===== src/verilog/dic_pkg.sv =====
package dic_pkg;

  // ****************************************************
  // Sequencer states
  // ****************************************************
  typedef enum logic [2:0] {
    ST_NC_MRZ_A    = 3'h0,
    ST_NC_PREP_A   = 3'h1,
    ST_INT_A       = 3'h2,
    ST_INT_B_MRZ_A = 3'h3,
    ST_INT_A_MRZ_B = 3'h4,
    ST_INT_B       = 3'h5,
    ST_NC_PREP_B   = 3'h6,
    ST_NC_MRZ_B    = 3'h7
  } dic_state_e;

  // ****************************************************
  // Timing counts, in internal clock periods
  // ****************************************************
  localparam int CNT_W = 12;
  // Continuous measure/reset/zero cycle
  localparam logic [11:0] MRZ_CONT_CYC = 12'h05BE;
  // Non-continuous measure/reset/zero cycle
  localparam logic [11:0] MRZ_NCONT_CYC = 12'h0B55;
  // Extra busy time when a second side must be measured
  localparam logic [11:0] MRZ_EXTRA_CYC = MRZ_NCONT_CYC - MRZ_CONT_CYC;
  // Continuous data ready delay
  localparam logic [11:0] READY_CONT_CYC = 12'h0564;
  // First and second non-continuous data ready delays
  localparam logic [11:0] READY_NC1_CYC = 12'h0563;
  localparam logic [11:0] READY_NC2_CYC = 12'h05AA;
  localparam logic [11:0] CNT_ONE = 12'h0001;
  localparam logic [11:0] CNT_ZERO = 12'h0000;

  // ****************************************************
  // Clock divider
  // ****************************************************
  localparam logic [1:0] DIV_LAST = 2'h3;
  localparam logic [1:0] DIV_ZERO = 2'h0;

  // ****************************************************
  // Status carrier
  // ****************************************************
  typedef struct packed {
    dic_state_e state;
    logic       cont_mode;
    logic       measure_busy;
    logic       integrating;
    logic       side_b_integrating;
    logic       inputs_isolated;
    logic       test_mode;
  } dic_status_s;

endpackage


===== src/verilog/dic_clk_div.sv =====
`timescale 1ns/1ps
`default_nettype none

module dic_clk_div (
  input wire logic core_clk_i,
  input wire logic rst_n_i,
  input wire logic clock_quarter_select_i,
  output logic tick_o
);

  logic [1:0] div_cnt_ff;
  logic tick_ff;

  // ****************************************************
  // Divider
  // ****************************************************
  // phase fixed at reset
  // The phase against the integrate toggle is whatever reset left it.
  always_ff @(posedge core_clk_i or negedge rst_n_i) begin
    if (!rst_n_i) begin
      div_cnt_ff <= dic_pkg::DIV_ZERO;
    end else begin
      div_cnt_ff <= div_cnt_ff + 2'h1;
    end
  end

  always_ff @(posedge core_clk_i or negedge rst_n_i) begin
    if (!rst_n_i) begin
      tick_ff <= 1'b0;
    end else begin
      tick_ff <= clock_quarter_select_i ?
                 (div_cnt_ff == dic_pkg::DIV_LAST) : 1'b1;
    end
  end

  assign tick_o = tick_ff;

  // ****************************************************
  // Checks
  // ****************************************************
  a_div_quarter: assert property (
    @(posedge core_clk_i) disable iff (!rst_n_i)
    (clock_quarter_select_i && $past(clock_quarter_select_i) && tick_ff)
    ##1 clock_quarter_select_i [*2]
    |-> !$past(tick_ff) && !tick_ff ##1 !tick_ff)
    else $error("quarter divider ticked too often");

  a_div_full: assert property (
    @(posedge core_clk_i) disable iff (!rst_n_i)
    !clock_quarter_select_i |=> tick_ff)
    else $error("undivided clock missed a tick");

endmodule

`default_nettype wire


===== src/verilog/dic_ctrl.sv =====
// Contract
// - Self-check at toggle isolates all inputs
// - Self-check rising edge injects one charge packet
// - Self-check independent of sequencing mode
// - Quarter select divides system clock by four
// - Speed select picks low power or speed
// - Result ready falls low when data ready
// - Ready timing from reset-phased divided clock
// - Active-low reset acts asynchronously
// - Integration period equals toggle interval
// - Measure two held sides, then reset
// - Fast measurement keeps continuous integration
// - Slow measurement suspends integration
// - Ready after 1380, or 1379 non-continuous
// - Start state from toggle level
// - Advance on levels, alternate sides
`timescale 1ns/1ps
`default_nettype none

module dic_ctrl (
  input wire logic core_clk_i,
  input wire logic reset_n_i,
  input wire logic integrate_toggle_i,
  input wire logic self_check_i,
  input wire logic clock_quarter_select_i,
  input wire logic speed_power_select_i,
  input wire logic shift_clock_i,
  output logic result_ready_n_o,
  output logic charge_pulse_o,
  output logic high_speed_o,
  output dic_pkg::dic_status_s status_o
);

  // ****************************************************
  // Reset release and input synchronisers
  // ****************************************************
  logic rst_meta_ff, rst_sync_ff;
  logic tog_meta_ff, tog_s_ff, tog_d_ff;
  logic chk_meta_ff, chk_s_ff, chk_d_ff;
  logic qsel_meta_ff, qsel_s_ff;
  logic spd_meta_ff, spd_s_ff;
  logic sclk_meta_ff, sclk_s_ff, sclk_d_ff;

  always_ff @(posedge core_clk_i or negedge reset_n_i) begin
    if (!reset_n_i) begin
      rst_meta_ff <= 1'b0;
      rst_sync_ff <= 1'b0;
    end else begin
      rst_meta_ff <= 1'b1;
      rst_sync_ff <= rst_meta_ff;
    end
  end

  always_ff @(posedge core_clk_i or negedge reset_n_i) begin
    if (!reset_n_i) begin
      tog_meta_ff <= 1'b0;
      tog_s_ff <= 1'b0;
      chk_meta_ff <= 1'b0;
      chk_s_ff <= 1'b0;
      qsel_meta_ff <= 1'b0;
      qsel_s_ff <= 1'b0;
      spd_meta_ff <= 1'b0;
      spd_s_ff <= 1'b0;
      sclk_meta_ff <= 1'b0;
      sclk_s_ff <= 1'b0;
    end else begin
      tog_meta_ff <= integrate_toggle_i;
      tog_s_ff <= tog_meta_ff;
      chk_meta_ff <= self_check_i;
      chk_s_ff <= chk_meta_ff;
      qsel_meta_ff <= clock_quarter_select_i;
      qsel_s_ff <= qsel_meta_ff;
      spd_meta_ff <= speed_power_select_i;
      spd_s_ff <= spd_meta_ff;
      sclk_meta_ff <= shift_clock_i;
      sclk_s_ff <= sclk_meta_ff;
    end
  end

  // Delayed copies for edge detection, never of the first stage
  always_ff @(posedge core_clk_i or negedge rst_sync_ff) begin
    if (!rst_sync_ff) begin
      tog_d_ff <= 1'b0;
      chk_d_ff <= 1'b0;
      sclk_d_ff <= 1'b0;
    end else begin
      tog_d_ff <= tog_s_ff;
      chk_d_ff <= chk_s_ff;
      sclk_d_ff <= sclk_s_ff;
    end
  end

  logic tog_edge, chk_rise, sclk_fall, tick, init_ff;
  // Toggle and self-check edges wait for the sequencer start: the delayed copies reset low
  // whatever level the pins rest at, which would fake an edge
  assign tog_edge = (tog_s_ff ^ tog_d_ff) & init_ff;
  assign chk_rise = chk_s_ff & ~chk_d_ff & init_ff;
  assign sclk_fall = sclk_d_ff & ~sclk_s_ff;

  dic_clk_div u_div (
    .core_clk_i(core_clk_i),
    .rst_n_i(rst_sync_ff),
    .clock_quarter_select_i(qsel_s_ff),
    .tick_o(tick)
  );

  // ****************************************************
  // Speed and power mode
  // ****************************************************
  logic high_speed_ff;
  always_ff @(posedge core_clk_i or negedge rst_sync_ff) begin
    if (!rst_sync_ff) begin
      high_speed_ff <= 1'b0;
    end else begin
      high_speed_ff <= spd_s_ff;
    end
  end
  assign high_speed_o = high_speed_ff;

  // ****************************************************
  // Self-check
  // ****************************************************
  logic test_mode_ff, charge_pulse_ff;
  // kept apart from the sequencer so both modes see it
  always_ff @(posedge core_clk_i or negedge rst_sync_ff) begin
    if (!rst_sync_ff) begin
      test_mode_ff <= 1'b0;
    end else if (tog_edge) begin
      test_mode_ff <= chk_s_ff;
    end
  end

  always_ff @(posedge core_clk_i or negedge rst_sync_ff) begin
    if (!rst_sync_ff) begin
      charge_pulse_ff <= 1'b0;
    end else begin
      charge_pulse_ff <= chk_rise & test_mode_ff;
    end
  end
  assign charge_pulse_o = charge_pulse_ff;

  // ****************************************************
  // Sequencer
  // ****************************************************
  dic_pkg::dic_state_e state_ff, nxt_state;
  logic [11:0] busy_cnt_ff;
  logic busy;
  assign busy = (busy_cnt_ff != dic_pkg::CNT_ZERO);

  always_comb begin
    nxt_state = state_ff;
    unique case (state_ff)
      dic_pkg::ST_NC_MRZ_A: begin
        if (!busy) nxt_state = dic_pkg::ST_NC_PREP_A;
      end
      dic_pkg::ST_NC_PREP_A: begin
        if (tog_s_ff) nxt_state = dic_pkg::ST_INT_A;
      end
      dic_pkg::ST_INT_A: begin
        if (!tog_s_ff) nxt_state = dic_pkg::ST_INT_B_MRZ_A;
      end
      dic_pkg::ST_INT_B_MRZ_A: begin
        if (tog_s_ff) begin
          nxt_state = busy ? dic_pkg::ST_NC_MRZ_A : dic_pkg::ST_INT_A_MRZ_B;
        end
      end
      dic_pkg::ST_INT_A_MRZ_B: begin
        if (!tog_s_ff) begin
          nxt_state = busy ? dic_pkg::ST_NC_MRZ_B : dic_pkg::ST_INT_B_MRZ_A;
        end
      end
      dic_pkg::ST_INT_B: begin
        if (tog_s_ff) nxt_state = dic_pkg::ST_INT_A_MRZ_B;
      end
      dic_pkg::ST_NC_PREP_B: begin
        if (!tog_s_ff) nxt_state = dic_pkg::ST_INT_B;
      end
      dic_pkg::ST_NC_MRZ_B: begin
        if (!busy) nxt_state = dic_pkg::ST_NC_PREP_B;
      end
    endcase
  end

  logic step, into_meas, into_nc;
  assign step = tick & init_ff & (nxt_state != state_ff);
  assign into_meas = step & ((nxt_state == dic_pkg::ST_INT_B_MRZ_A) |
                             (nxt_state == dic_pkg::ST_INT_A_MRZ_B));
  assign into_nc = step & ((nxt_state == dic_pkg::ST_NC_MRZ_A) |
                           (nxt_state == dic_pkg::ST_NC_MRZ_B));

  // start state from toggle level, caught after release
  always_ff @(posedge core_clk_i or negedge rst_sync_ff) begin
    if (!rst_sync_ff) begin
      state_ff <= dic_pkg::ST_NC_MRZ_B;
      init_ff <= 1'b0;
    end else if (tick) begin
      init_ff <= 1'b1;
      if (!init_ff) begin
        state_ff <= tog_s_ff ? dic_pkg::ST_NC_MRZ_A : dic_pkg::ST_NC_MRZ_B;
      end else begin
        state_ff <= nxt_state;
      end
    end
  end

  // measure, reset, second side if stalled
  always_ff @(posedge core_clk_i or negedge rst_sync_ff) begin
    if (!rst_sync_ff) begin
      busy_cnt_ff <= dic_pkg::CNT_ZERO;
    end else if (into_meas) begin
      busy_cnt_ff <= dic_pkg::MRZ_CONT_CYC;
    end else if (into_nc) begin
      busy_cnt_ff <= busy_cnt_ff + dic_pkg::MRZ_EXTRA_CYC;
    end else if (tick && busy) begin
      busy_cnt_ff <= busy_cnt_ff - dic_pkg::CNT_ONE;
    end
  end

  // ****************************************************
  // Result ready
  // ****************************************************
  logic [11:0] rdy_cnt_ff;
  logic second_ff, ready_n_ff, rdy_fire;
  assign rdy_fire = tick & ~into_meas & ~into_nc &
                    (rdy_cnt_ff == dic_pkg::CNT_ONE);

  always_ff @(posedge core_clk_i or negedge rst_sync_ff) begin
    if (!rst_sync_ff) begin
      rdy_cnt_ff <= dic_pkg::CNT_ZERO;
      second_ff <= 1'b0;
    end else if (into_meas) begin
      rdy_cnt_ff <= dic_pkg::READY_CONT_CYC;
      second_ff <= 1'b0;
    end else if (into_nc) begin
      rdy_cnt_ff <= dic_pkg::READY_NC1_CYC;
      second_ff <= 1'b1;
    end else if (rdy_fire && second_ff) begin
      rdy_cnt_ff <= dic_pkg::READY_NC2_CYC;
      second_ff <= 1'b0;
    end else if (tick && rdy_cnt_ff != dic_pkg::CNT_ZERO) begin
      rdy_cnt_ff <= rdy_cnt_ff - dic_pkg::CNT_ONE;
    end
  end

  // low until shift clock cycles; a new result wins
  always_ff @(posedge core_clk_i or negedge rst_sync_ff) begin
    if (!rst_sync_ff) begin
      ready_n_ff <= 1'b1;
    end else if (rdy_fire) begin
      ready_n_ff <= 1'b0;
    end else if (sclk_fall) begin
      ready_n_ff <= 1'b1;
    end
  end
  assign result_ready_n_o = ready_n_ff;

  // ****************************************************
  // Status
  // ****************************************************
  logic cont;
  assign cont = (state_ff == dic_pkg::ST_INT_A) |
                (state_ff == dic_pkg::ST_INT_B_MRZ_A) |
                (state_ff == dic_pkg::ST_INT_A_MRZ_B) |
                (state_ff == dic_pkg::ST_INT_B);

  // integrating between toggles
  // Non-continuous states ground the inputs as well
  always_comb begin
    status_o.state = state_ff;
    status_o.cont_mode = cont;
    status_o.measure_busy = busy;
    status_o.integrating = cont;
    status_o.side_b_integrating = (state_ff == dic_pkg::ST_INT_B) |
                                  (state_ff == dic_pkg::ST_INT_B_MRZ_A);
    status_o.inputs_isolated = test_mode_ff | ~cont;
    status_o.test_mode = test_mode_ff;
  end

  // ****************************************************
  // Checks
  // ****************************************************
  a_iso_on_check: assert property (
    @(posedge core_clk_i) disable iff (!rst_sync_ff)
    (tog_edge && chk_s_ff) |=> status_o.inputs_isolated)
    else $error("self-check at toggle did not isolate inputs");

  a_inject_edge: assert property (
    @(posedge core_clk_i) disable iff (!rst_sync_ff)
    (chk_rise && test_mode_ff) |=> charge_pulse_ff ##1 !charge_pulse_ff)
    else $error("charge packet pulse wrong");

  a_no_inject_off: assert property (
    @(posedge core_clk_i) disable iff (!rst_sync_ff)
    !$past(test_mode_ff) |-> !charge_pulse_ff)
    else $error("charge packet outside self-check");

  a_prep_to_int: assert property (
    @(posedge core_clk_i) disable iff (!rst_sync_ff)
    (state_ff == dic_pkg::ST_NC_PREP_A && tick && init_ff && tog_s_ff)
    |=> state_ff == dic_pkg::ST_INT_A)
    else $error("prepared side A did not start integrating");

  a_cont_step: assert property (
    @(posedge core_clk_i) disable iff (!rst_sync_ff)
    (state_ff == dic_pkg::ST_INT_B_MRZ_A && tick && init_ff &&
     tog_s_ff && !busy) |=> state_ff == dic_pkg::ST_INT_A_MRZ_B)
    else $error("continuous step lost");

  a_ncont_step: assert property (
    @(posedge core_clk_i) disable iff (!rst_sync_ff)
    (state_ff == dic_pkg::ST_INT_A_MRZ_B && tick && init_ff &&
     !tog_s_ff && busy) |=> state_ff == dic_pkg::ST_NC_MRZ_B)
    else $error("busy toggle did not suspend integration");

  a_meas_load: assert property (
    @(posedge core_clk_i) disable iff (!rst_sync_ff)
    into_meas |=> rdy_cnt_ff == dic_pkg::READY_CONT_CYC &&
                  busy_cnt_ff == dic_pkg::MRZ_CONT_CYC)
    else $error("measure counters not loaded");

  a_ready_fall: assert property (
    @(posedge core_clk_i) disable iff (!rst_sync_ff)
    rdy_fire |=> !result_ready_n_o)
    else $error("result ready did not fall");

  a_speed_follow: assert property (
    @(posedge core_clk_i) disable iff (!rst_sync_ff)
    $past(rst_sync_ff) |-> high_speed_o == $past(spd_s_ff))
    else $error("speed mode not following select");

  a_rst_quiet: assert property (
    @(posedge core_clk_i) disable iff (!reset_n_i)
    !rst_sync_ff |-> result_ready_n_o && !charge_pulse_o)
    else $error("outputs active before reset release");

endmodule

`default_nettype wire


===== config.mk =====
export PLATFORM = sky130hd
export DESIGN_NAME = dic_ctrl
export DESIGN_NICKNAME = d
export VERILOG_FILES = /design/src/verilog/dic_pkg.sv /design/src/verilog/dic_clk_div.sv /design/src/verilog/dic_ctrl.sv
export SDC_FILE = /design/constraint.sdc
export NUM_CORES = 1
export LEC_CHECK = 0
export ABC_AREA = 1
export BUFFER_PORTS_ARGS = -buffer_cell sky130_fd_sc_hd__buf_4
export CAP_MARGIN = 5
export CORE_UTILIZATION = 40
export CTS_CLUSTER_DIAMETER = 60
export CTS_CLUSTER_SIZE = 10
export DETAILED_ROUTE_END_ITERATION = 12
export PLACE_DENSITY = 0.6
export SYNTH_ARGS = -nofsm -noshare
export SYNTH_HDL_FRONTEND = slang
export SYNTH_SLANG_ARGS = --single-unit

===== constraint.sdc =====
create_clock -name core_clk_i -period 2.13 [get_ports core_clk_i]
set_input_delay 0.1065 -clock core_clk_i [delete_from_list [all_inputs] [get_ports core_clk_i]]
set_output_delay 0.1065 -clock core_clk_i [all_outputs]
set_load 0.03 [all_outputs]

==> metrics.txt, run 1 <==
outcome=finished with violations; failing checks=setup timing; Lkg Pwr=2.12 nW; share of layout cells above drive strength 1=between 40% and 50%; Main synth FF type=dfrtp_1; CP max FO=4; Clk pin slew, worst setup/hold paths=around 110 ps; area of the multi-input gates=between 1500 and 2000 sq um; Overall Global Routing Usage=a little over a fifth; Via density=5.11; Fmax achieved=327 MHz; antenna cell count=0; initial antenna violation count=0; Crit. End Element=flop; Routed Antenna Nets=0; Reg-to-Reg End=busy_cnt_ff[10]; Synthesis Warnings=0; fin crit period=3060 ps; DR iter-0 viols=about 160; Synth Net Count=340; crit path DAT=between 3000 and 4000 ps; area delta synth->final=60.2%; final slew viol count=0; Final HPWL DP=4540 um; clk buf depth=2; Pre-antenna DRT Iters=4; Final Hold Viols=0; clock sink count=51; distinct cell type count after synthesis=37; worst reg2reg path depth=25; pre-CTS WS=-881 ps; min setup slack post-route=-930 ps; Reg area=1280 sq um; Die ar.=around 7000 sq um; CP Data Required Time=2350 ps; commonest non-fill, non-tap cell in the layout=buf_4; Wirelength per Cell=15.5 um; global-route wire length before repair=12,000 um; Clock Root Buffer=clkbuf_8; grt ovf=0; CTS tree=built; number of global-route vias before repair=about 2,600; Worst Hold Class=primary input to async pin; Pwr Total=between 7 and 8 mW; Setup-failing EPs final=26; P per Cell Area=between 1500 and 2000 nW/um^2; Max Cap Violations=0; syn avg cell area=8.25 sq um; die height=83.9 um; num ports=19; fillcell total=461; Initial Utilization=a little over two fifths; crit start category=flop; Worst-Skew Late Latency=roughly 330 ps; Worst R2R Setup Slack=-930 ps; Yosys reg bits=just over 50; Final Wtd Congestion=about 0.84; width of the die=between 80 and 90 um; Worst Tran Pin Value=between 500 and 600 ps; drt total wl=just over 8000 um; number of CTS-inserted buffers=5; maximum VDD drop=1.34 mV; Synth Instances=between 300 and 400; register area share after synthesis=between 40 and 50%; Via Count=roughly 2,700; Reg-to-Reg Start=busy_cnt_ff[0]; IO buf count=18; path type of the worst setup path=flop to flop; synthesized area=about 2700 sq um; Async SR Flop Fraction=between 90% and 100%; most frequent cells in the layout=buf_4 (91), nand2_1 (53), dfrtp_1 (47); H-tree depth=2; Final period util=144%; worst rel slew slack=approximately 66%; Final Skew=~6.5 ps; RSZ-0062 raised after global routing=true; Post-synth EDFFs=0; DRC=0; fin nets=467; row count=29; pin count of the biggest net entering global routing=40; Core Area=6420 sq um
[stage by stage]
step / util, % / TNS [ps] / cell area [sq um] / hold slack [ps] / std cells
3_3_place_gp: 53.4 / -7370 / 3430 / -52.0 / 478
3_5_place_dp: 53.4 / -9000 / 3430 / -50.8 / 478
6_report: 66.9 / -15750 / 4290 / 136 / 530
2_1_floorplan: - / -4030 / 2760 / -189 / 325
4_1_cts: 62.5 / -8860 / 4020 / 146 / 518
5_1_grt: 66.9 / -18380 / 4290 / 151 / 530
[sequential cells by signal, summed over array words and instances (netlist names), 2 cells and up]
signal / flops
busy_cnt_ff: 12
rdy_cnt_ff: 12
state_ff: 3
u_div.div_cnt_ff: 2
[cell families after synthesis]
family / synth area share (%)
and+or+nand+nor: 25.8
buffers and inverters: 8.64
DFF: 47.8
AOI/OAI and AO/OA: 10.9
xor gates and xnor gates: 2.94
adders and majority gates: 3.73
other: 0.140
[critical path: stages (launching register included)]
cell      delay, ps
dfrtp_1         400
inv_2            80
ha_4            140
inv_4            40
nor2_4          100
nand2_1          90
nor2_2          140
nand3_2         150
nand3_4         140
nand2_2          70
nand2_1          90
nand2_2          80
inv_2            70
nand2_4          80
ha_4            240
inv_4            70
o21ai_4          50
or2_4           240
nand2_4          90
a21boi_4         70
nor3_4          170
nand2_1          90
nand2_2          80
nand3_2          60
nand2_1          60
nand3_1          60
[per-layer routing]
metal / global-route usage, % / part of all wire, % / wire (um)
met1: 27.6 / 41 / 3390
met2: 37.7 / 52 / 4280
met3: 3.26 / 3.5 / 288
met4: 5.17 / 3.1 / 252
met5: 0 / 0 / 0
[report_power, final]
group | total [mW] | leakage [nW] | internal, mW | switching [mW]
combinational | 5.71 | 1.47 | 2.89 | 2.82
sequential | 1.48 | 0.596 | 1.26 | 0.221
clock | 0.638 | 0.0511 | 0.249 | 0.389
[synth_stat cells, types with 4 or more instances]
library cell / instances / area share (%)
nand3_1: 15 / 2.8
o21ai_1: 11 / 2.1
ha_1: 8 / 3.7
nor2_1: 33 / 4.6
dfstp_2: 4 / 3.9
nand4_1: 6 / 1.4
nor3_1: 5 / 0.93
nand2_2: 5 / 1.2
buf_4: 4 / 1.1
o21ai_0: 11 / 2.1
xor2_1: 6 / 2.0
dfrtp_1: 47 / 44
inv_1: 42 / 5.9
nand2_1: 76 / 11
inv_2: 6 / 0.84
a21oi_1: 12 / 2.2
[what timing repair did]
item,CTS,global route
gates cloned,1,0
endpoints found under the hold margin,17,0
buffers inserted,29,14
endpoints found under the setup margin,25,26
resized for setup,69,44
pin swaps,32,13
hold buffers,6,0
[area by class of cell]
class,count,area share (%)
clock inverters,3,0.670
flip-flops and latches,51,29.8
repair buffers,125,24.9
clock buffers,5,1.60
inverters,49,4.81
well taps,77,2.24
multi-input cells,220,36.0
[how the worst max path moves through the flow]
stage,startpoint,endpoint,cells past startpoint
floorplan,busy_cnt_ff[0],busy_cnt_ff[10],25
global placement,busy_cnt_ff[1],busy_cnt_ff[10],25
detailed placement,busy_cnt_ff[1],busy_cnt_ff[10],26
CTS,busy_cnt_ff[0],busy_cnt_ff[11],24
global route,busy_cnt_ff[0],busy_cnt_ff[11],24
finish,busy_cnt_ff[0],busy_cnt_ff[10],25
Power figures use the tool's default switching activity.
==> inputs of run 2 (changes only) <==
--- a/config.mk
+++ b/config.mk
@@ -13,6 +13,8 @@
 export CTS_CLUSTER_SIZE = 10
 export DETAILED_ROUTE_END_ITERATION = 12
 export PLACE_DENSITY = 0.6
+export REMOVE_ABC_BUFFERS = 1
 export SYNTH_ARGS = -nofsm -noshare
 export SYNTH_HDL_FRONTEND = slang
+export SYNTH_HIERARCHICAL = 1
 export SYNTH_SLANG_ARGS = --single-unit
==> run 2 against run 1 <==
Net effect:
- the flow still finishes with violations (setup timing)
- highest routed layer unchanged
- clock skew increased by 4.2 ps
- critical path depth decreased by 2
- setup slack improved by 160 ps
- die area increased by 2.9%
- sequential cell count unchanged
- clock-buffer cell count is 1 higher
- worst hold slack improved by 36 ps
- synthesized cell count grew 1.2%
- register-to-register slack improved by 160 ps
- clock power shrank 6.9%
- cell area shrank 4.3%
- area after synthesis is 2.9% higher
- critical path type unchanged
==> metrics.txt, run 2 <==
top cell type's share of synthesized area=a little over two fifths; failing checks=setup timing; pre-CTS WS=-863 ps; Initial Utilization=42.5%; Final period util=136%; commonest non-fill, non-tap cell in the layout=buf_4; number of CTS-inserted buffers=5; Routed Antenna Nets=0; Via Count=2,544; pin count of the biggest net entering global routing=40; H-tree depth=2; area delta synth->final=49.0%; register area share after synthesis=between 40% and 50%; placed inst area=approximately 3400 sq um; DR iter-0 viols=131; synthesized area=between 2000 and 3000 sq um; Reg-to-Reg Start=busy_cnt_ff[1]; clock sink count=51; crit start category=flop; Pwr Total=7.07 mW; Main synth FF type=dfrtp_1; outcome=finished with violations; family with the most delay on the worst path=simple AND/OR/NAND/NOR gates; width of the die=roughly 85 um; P per Cell Area=~1700 nW/um^2; setup TNS=-6950 ps; Final Hold Viols=0; critical path startpoint=busy_cnt_ff[1]; antenna cell count=0; Clk pin slew, worst setup/hold paths=around 100 ps; most used cell along the critical path=nand2_1; initial antenna violation count=0; Die ar.=about 7200 sq um; final slew viol count=0; biggest regs=busy_cnt_ff x12, rdy_cnt_ff x12, state_ff x3; Finished Layout Cells=around 500; Synthesis Warnings=6; slowest stage delay, CP=410 ps; Worst-Skew Late Latency=310 ps; hold_ws=~170 ps; Core Area=between 6000 and 7000 sq um; IO buf count=18; min setup slack post-route=-775 ps; die height=85.1 um; DRC=0; drt total wl=6960 um; grt ovf=0; global-route wire length before repair=11,600 um; fin nets=between 400 and 500; Clock Root Buffer=clkbuf_8; Max Cap Violations=0; num ports=19; most frequent cells in the layout=buf_4 (95), nand2_1 (67), dfrtp_1 (46); Final Wtd Congestion=approximately 0.90; Overall Global Routing Usage=about a fifth; Post-synth EDFFs=0; row count=29; clk buf depth=2; fin crit period=approximately 2900 ps; Yosys reg bits=roughly 50; maximum VDD drop=0.662 mV; Crit-path slowest cell=dfrtp_1; path type of the worst setup path=flop to flop; Pre-antenna DRT Iters=4; critical path buffer and inverter count=3; largest cells by area after synthesis=dfrtp_1 (43%), nand2_1 (11%), inv_1 (5.2%); CP max FO=5; Commonest cells post-synth=nand2_1 (78), dfrtp_1 (47), inv_1 (38); CP Data Required Time=~2300 ps; design area=4110 sq um; Fmax achieved=between 300 and 400 MHz; Synth Instances=around 330; distinct cell type count after synthesis=about 40; placed cell count=475; Util after Layout=a little over three fifths; Lkg Pwr=a little under 2 nW; number of global-route vias before repair=2,554; RSZ-0062 raised after global routing=true; Via density=between 4 and 5; syn avg cell area=8.39 sq um; share of layout cells above drive strength 1=between 40% and 50%; Wirelength per Cell=~14 um; CTS tree=built; Final HPWL DP=about 4500 um; Crit. End Element=flop; Final Skew=~11 ps; crit path DAT=a little over 3000 ps; Synth area leader=dfrtp_1; Worst Hold Class=primary input to async pin; Async SR Flop Fraction=100%; cells along the critical path=inv_2, ha_4, inv_4, nor2_4, nand2_2, nor2_4, nand4_1, nand2_2, inv_2, nand3_2, nand2_2, nand2_4, ha_4, a21oi_2, o21ai_1, nor2_1, nand2_1, nand2_1, nand3_2, xor2_1, xor2_1, nand2_1, nand2_1; Setup-failing EPs final=25; most common cell in the netlist=nand2_1
[run 2: cell types whose count changed after synthesis, moves of 2 or more]
cell,before,now
nand3_2,3,1
o21ai_1,11,5
nand2_4,0,4
a21oi_1,12,7
buf_2,0,2
nor2_1,33,31
o31ai_1,3,1
xor2_1,6,13
a21oi_2,2,4
nand3b_1,0,2
inv_1,42,38
nor4_1,1,5
nand2_1,76,78
[run 2: power breakdown]
part	total (mW)	leakage, nW	internal [mW]	switching (mW)
sequential	1.44	0.593	1.24	0.198
clock	0.594	0.0474	0.266	0.329
combinational	5.04	1.33	2.36	2.68
[run 2: layout make-up]
cell class	instances	area, sq um
inverters	45	176
repair buffers	108	852
clock inverters	2	16.3
fillers	516	2380
well taps	77	96.3
multi-input cells	225	1610
flip-flops and latches	51	1280
clock buffers	6	82.6
[run 2: logic make-up (layout without fill, tap and decap cells)]
family / count (synthesis) / in the layout / synth area share, %
other: 1 / 1 / 0.136
adders and majority gates: 8 / 8 / 3.63
and+or+nand+nor: 164 / 164 / 28.2
DFF: 51 / 51 / 46.4
xor gates and xnor gates: 15 / 15 / 4.76
buffers and inverters: 53 / 161 / 8.12
AOI/OAI and AO/OA: 37 / 37 / 8.75
[run 2: worst paths after layout]
check                                  endpoint  cells past startpoint  slack [ps]
max in group asynchronous           state_ff[2]                      1        1470
worst min-delay path                chk_meta_ff                      2         170
worst min register to register    rdy_cnt_ff[0]                      1         300
min in group core_clk_i                tog_s_ff                      0         350
worst max-delay path            busy_cnt_ff[11]                     23        -770
worst max register to register  busy_cnt_ff[11]                     23        -770
[run 2: timing repair]
item / in CTS / in global routing
setup buffers: 22 / 8
pin swaps: 26 / 29
hold buffers: 6 / 0
gates cloned: 0 / 0
setup endpoints to repair: 25 / 27
gates resized for setup: 54 / 37
endpoints found under the hold margin: 17 / 0
[run 2: metal layers]
layer	routed length, um	global-route usage (%)	vias up
li1	-	-	1253
met1	3180	26.2	1222
met2	3420	34.8	56
met3	218	2.72	13
met4	133	7.55	0
met5	0	0	-
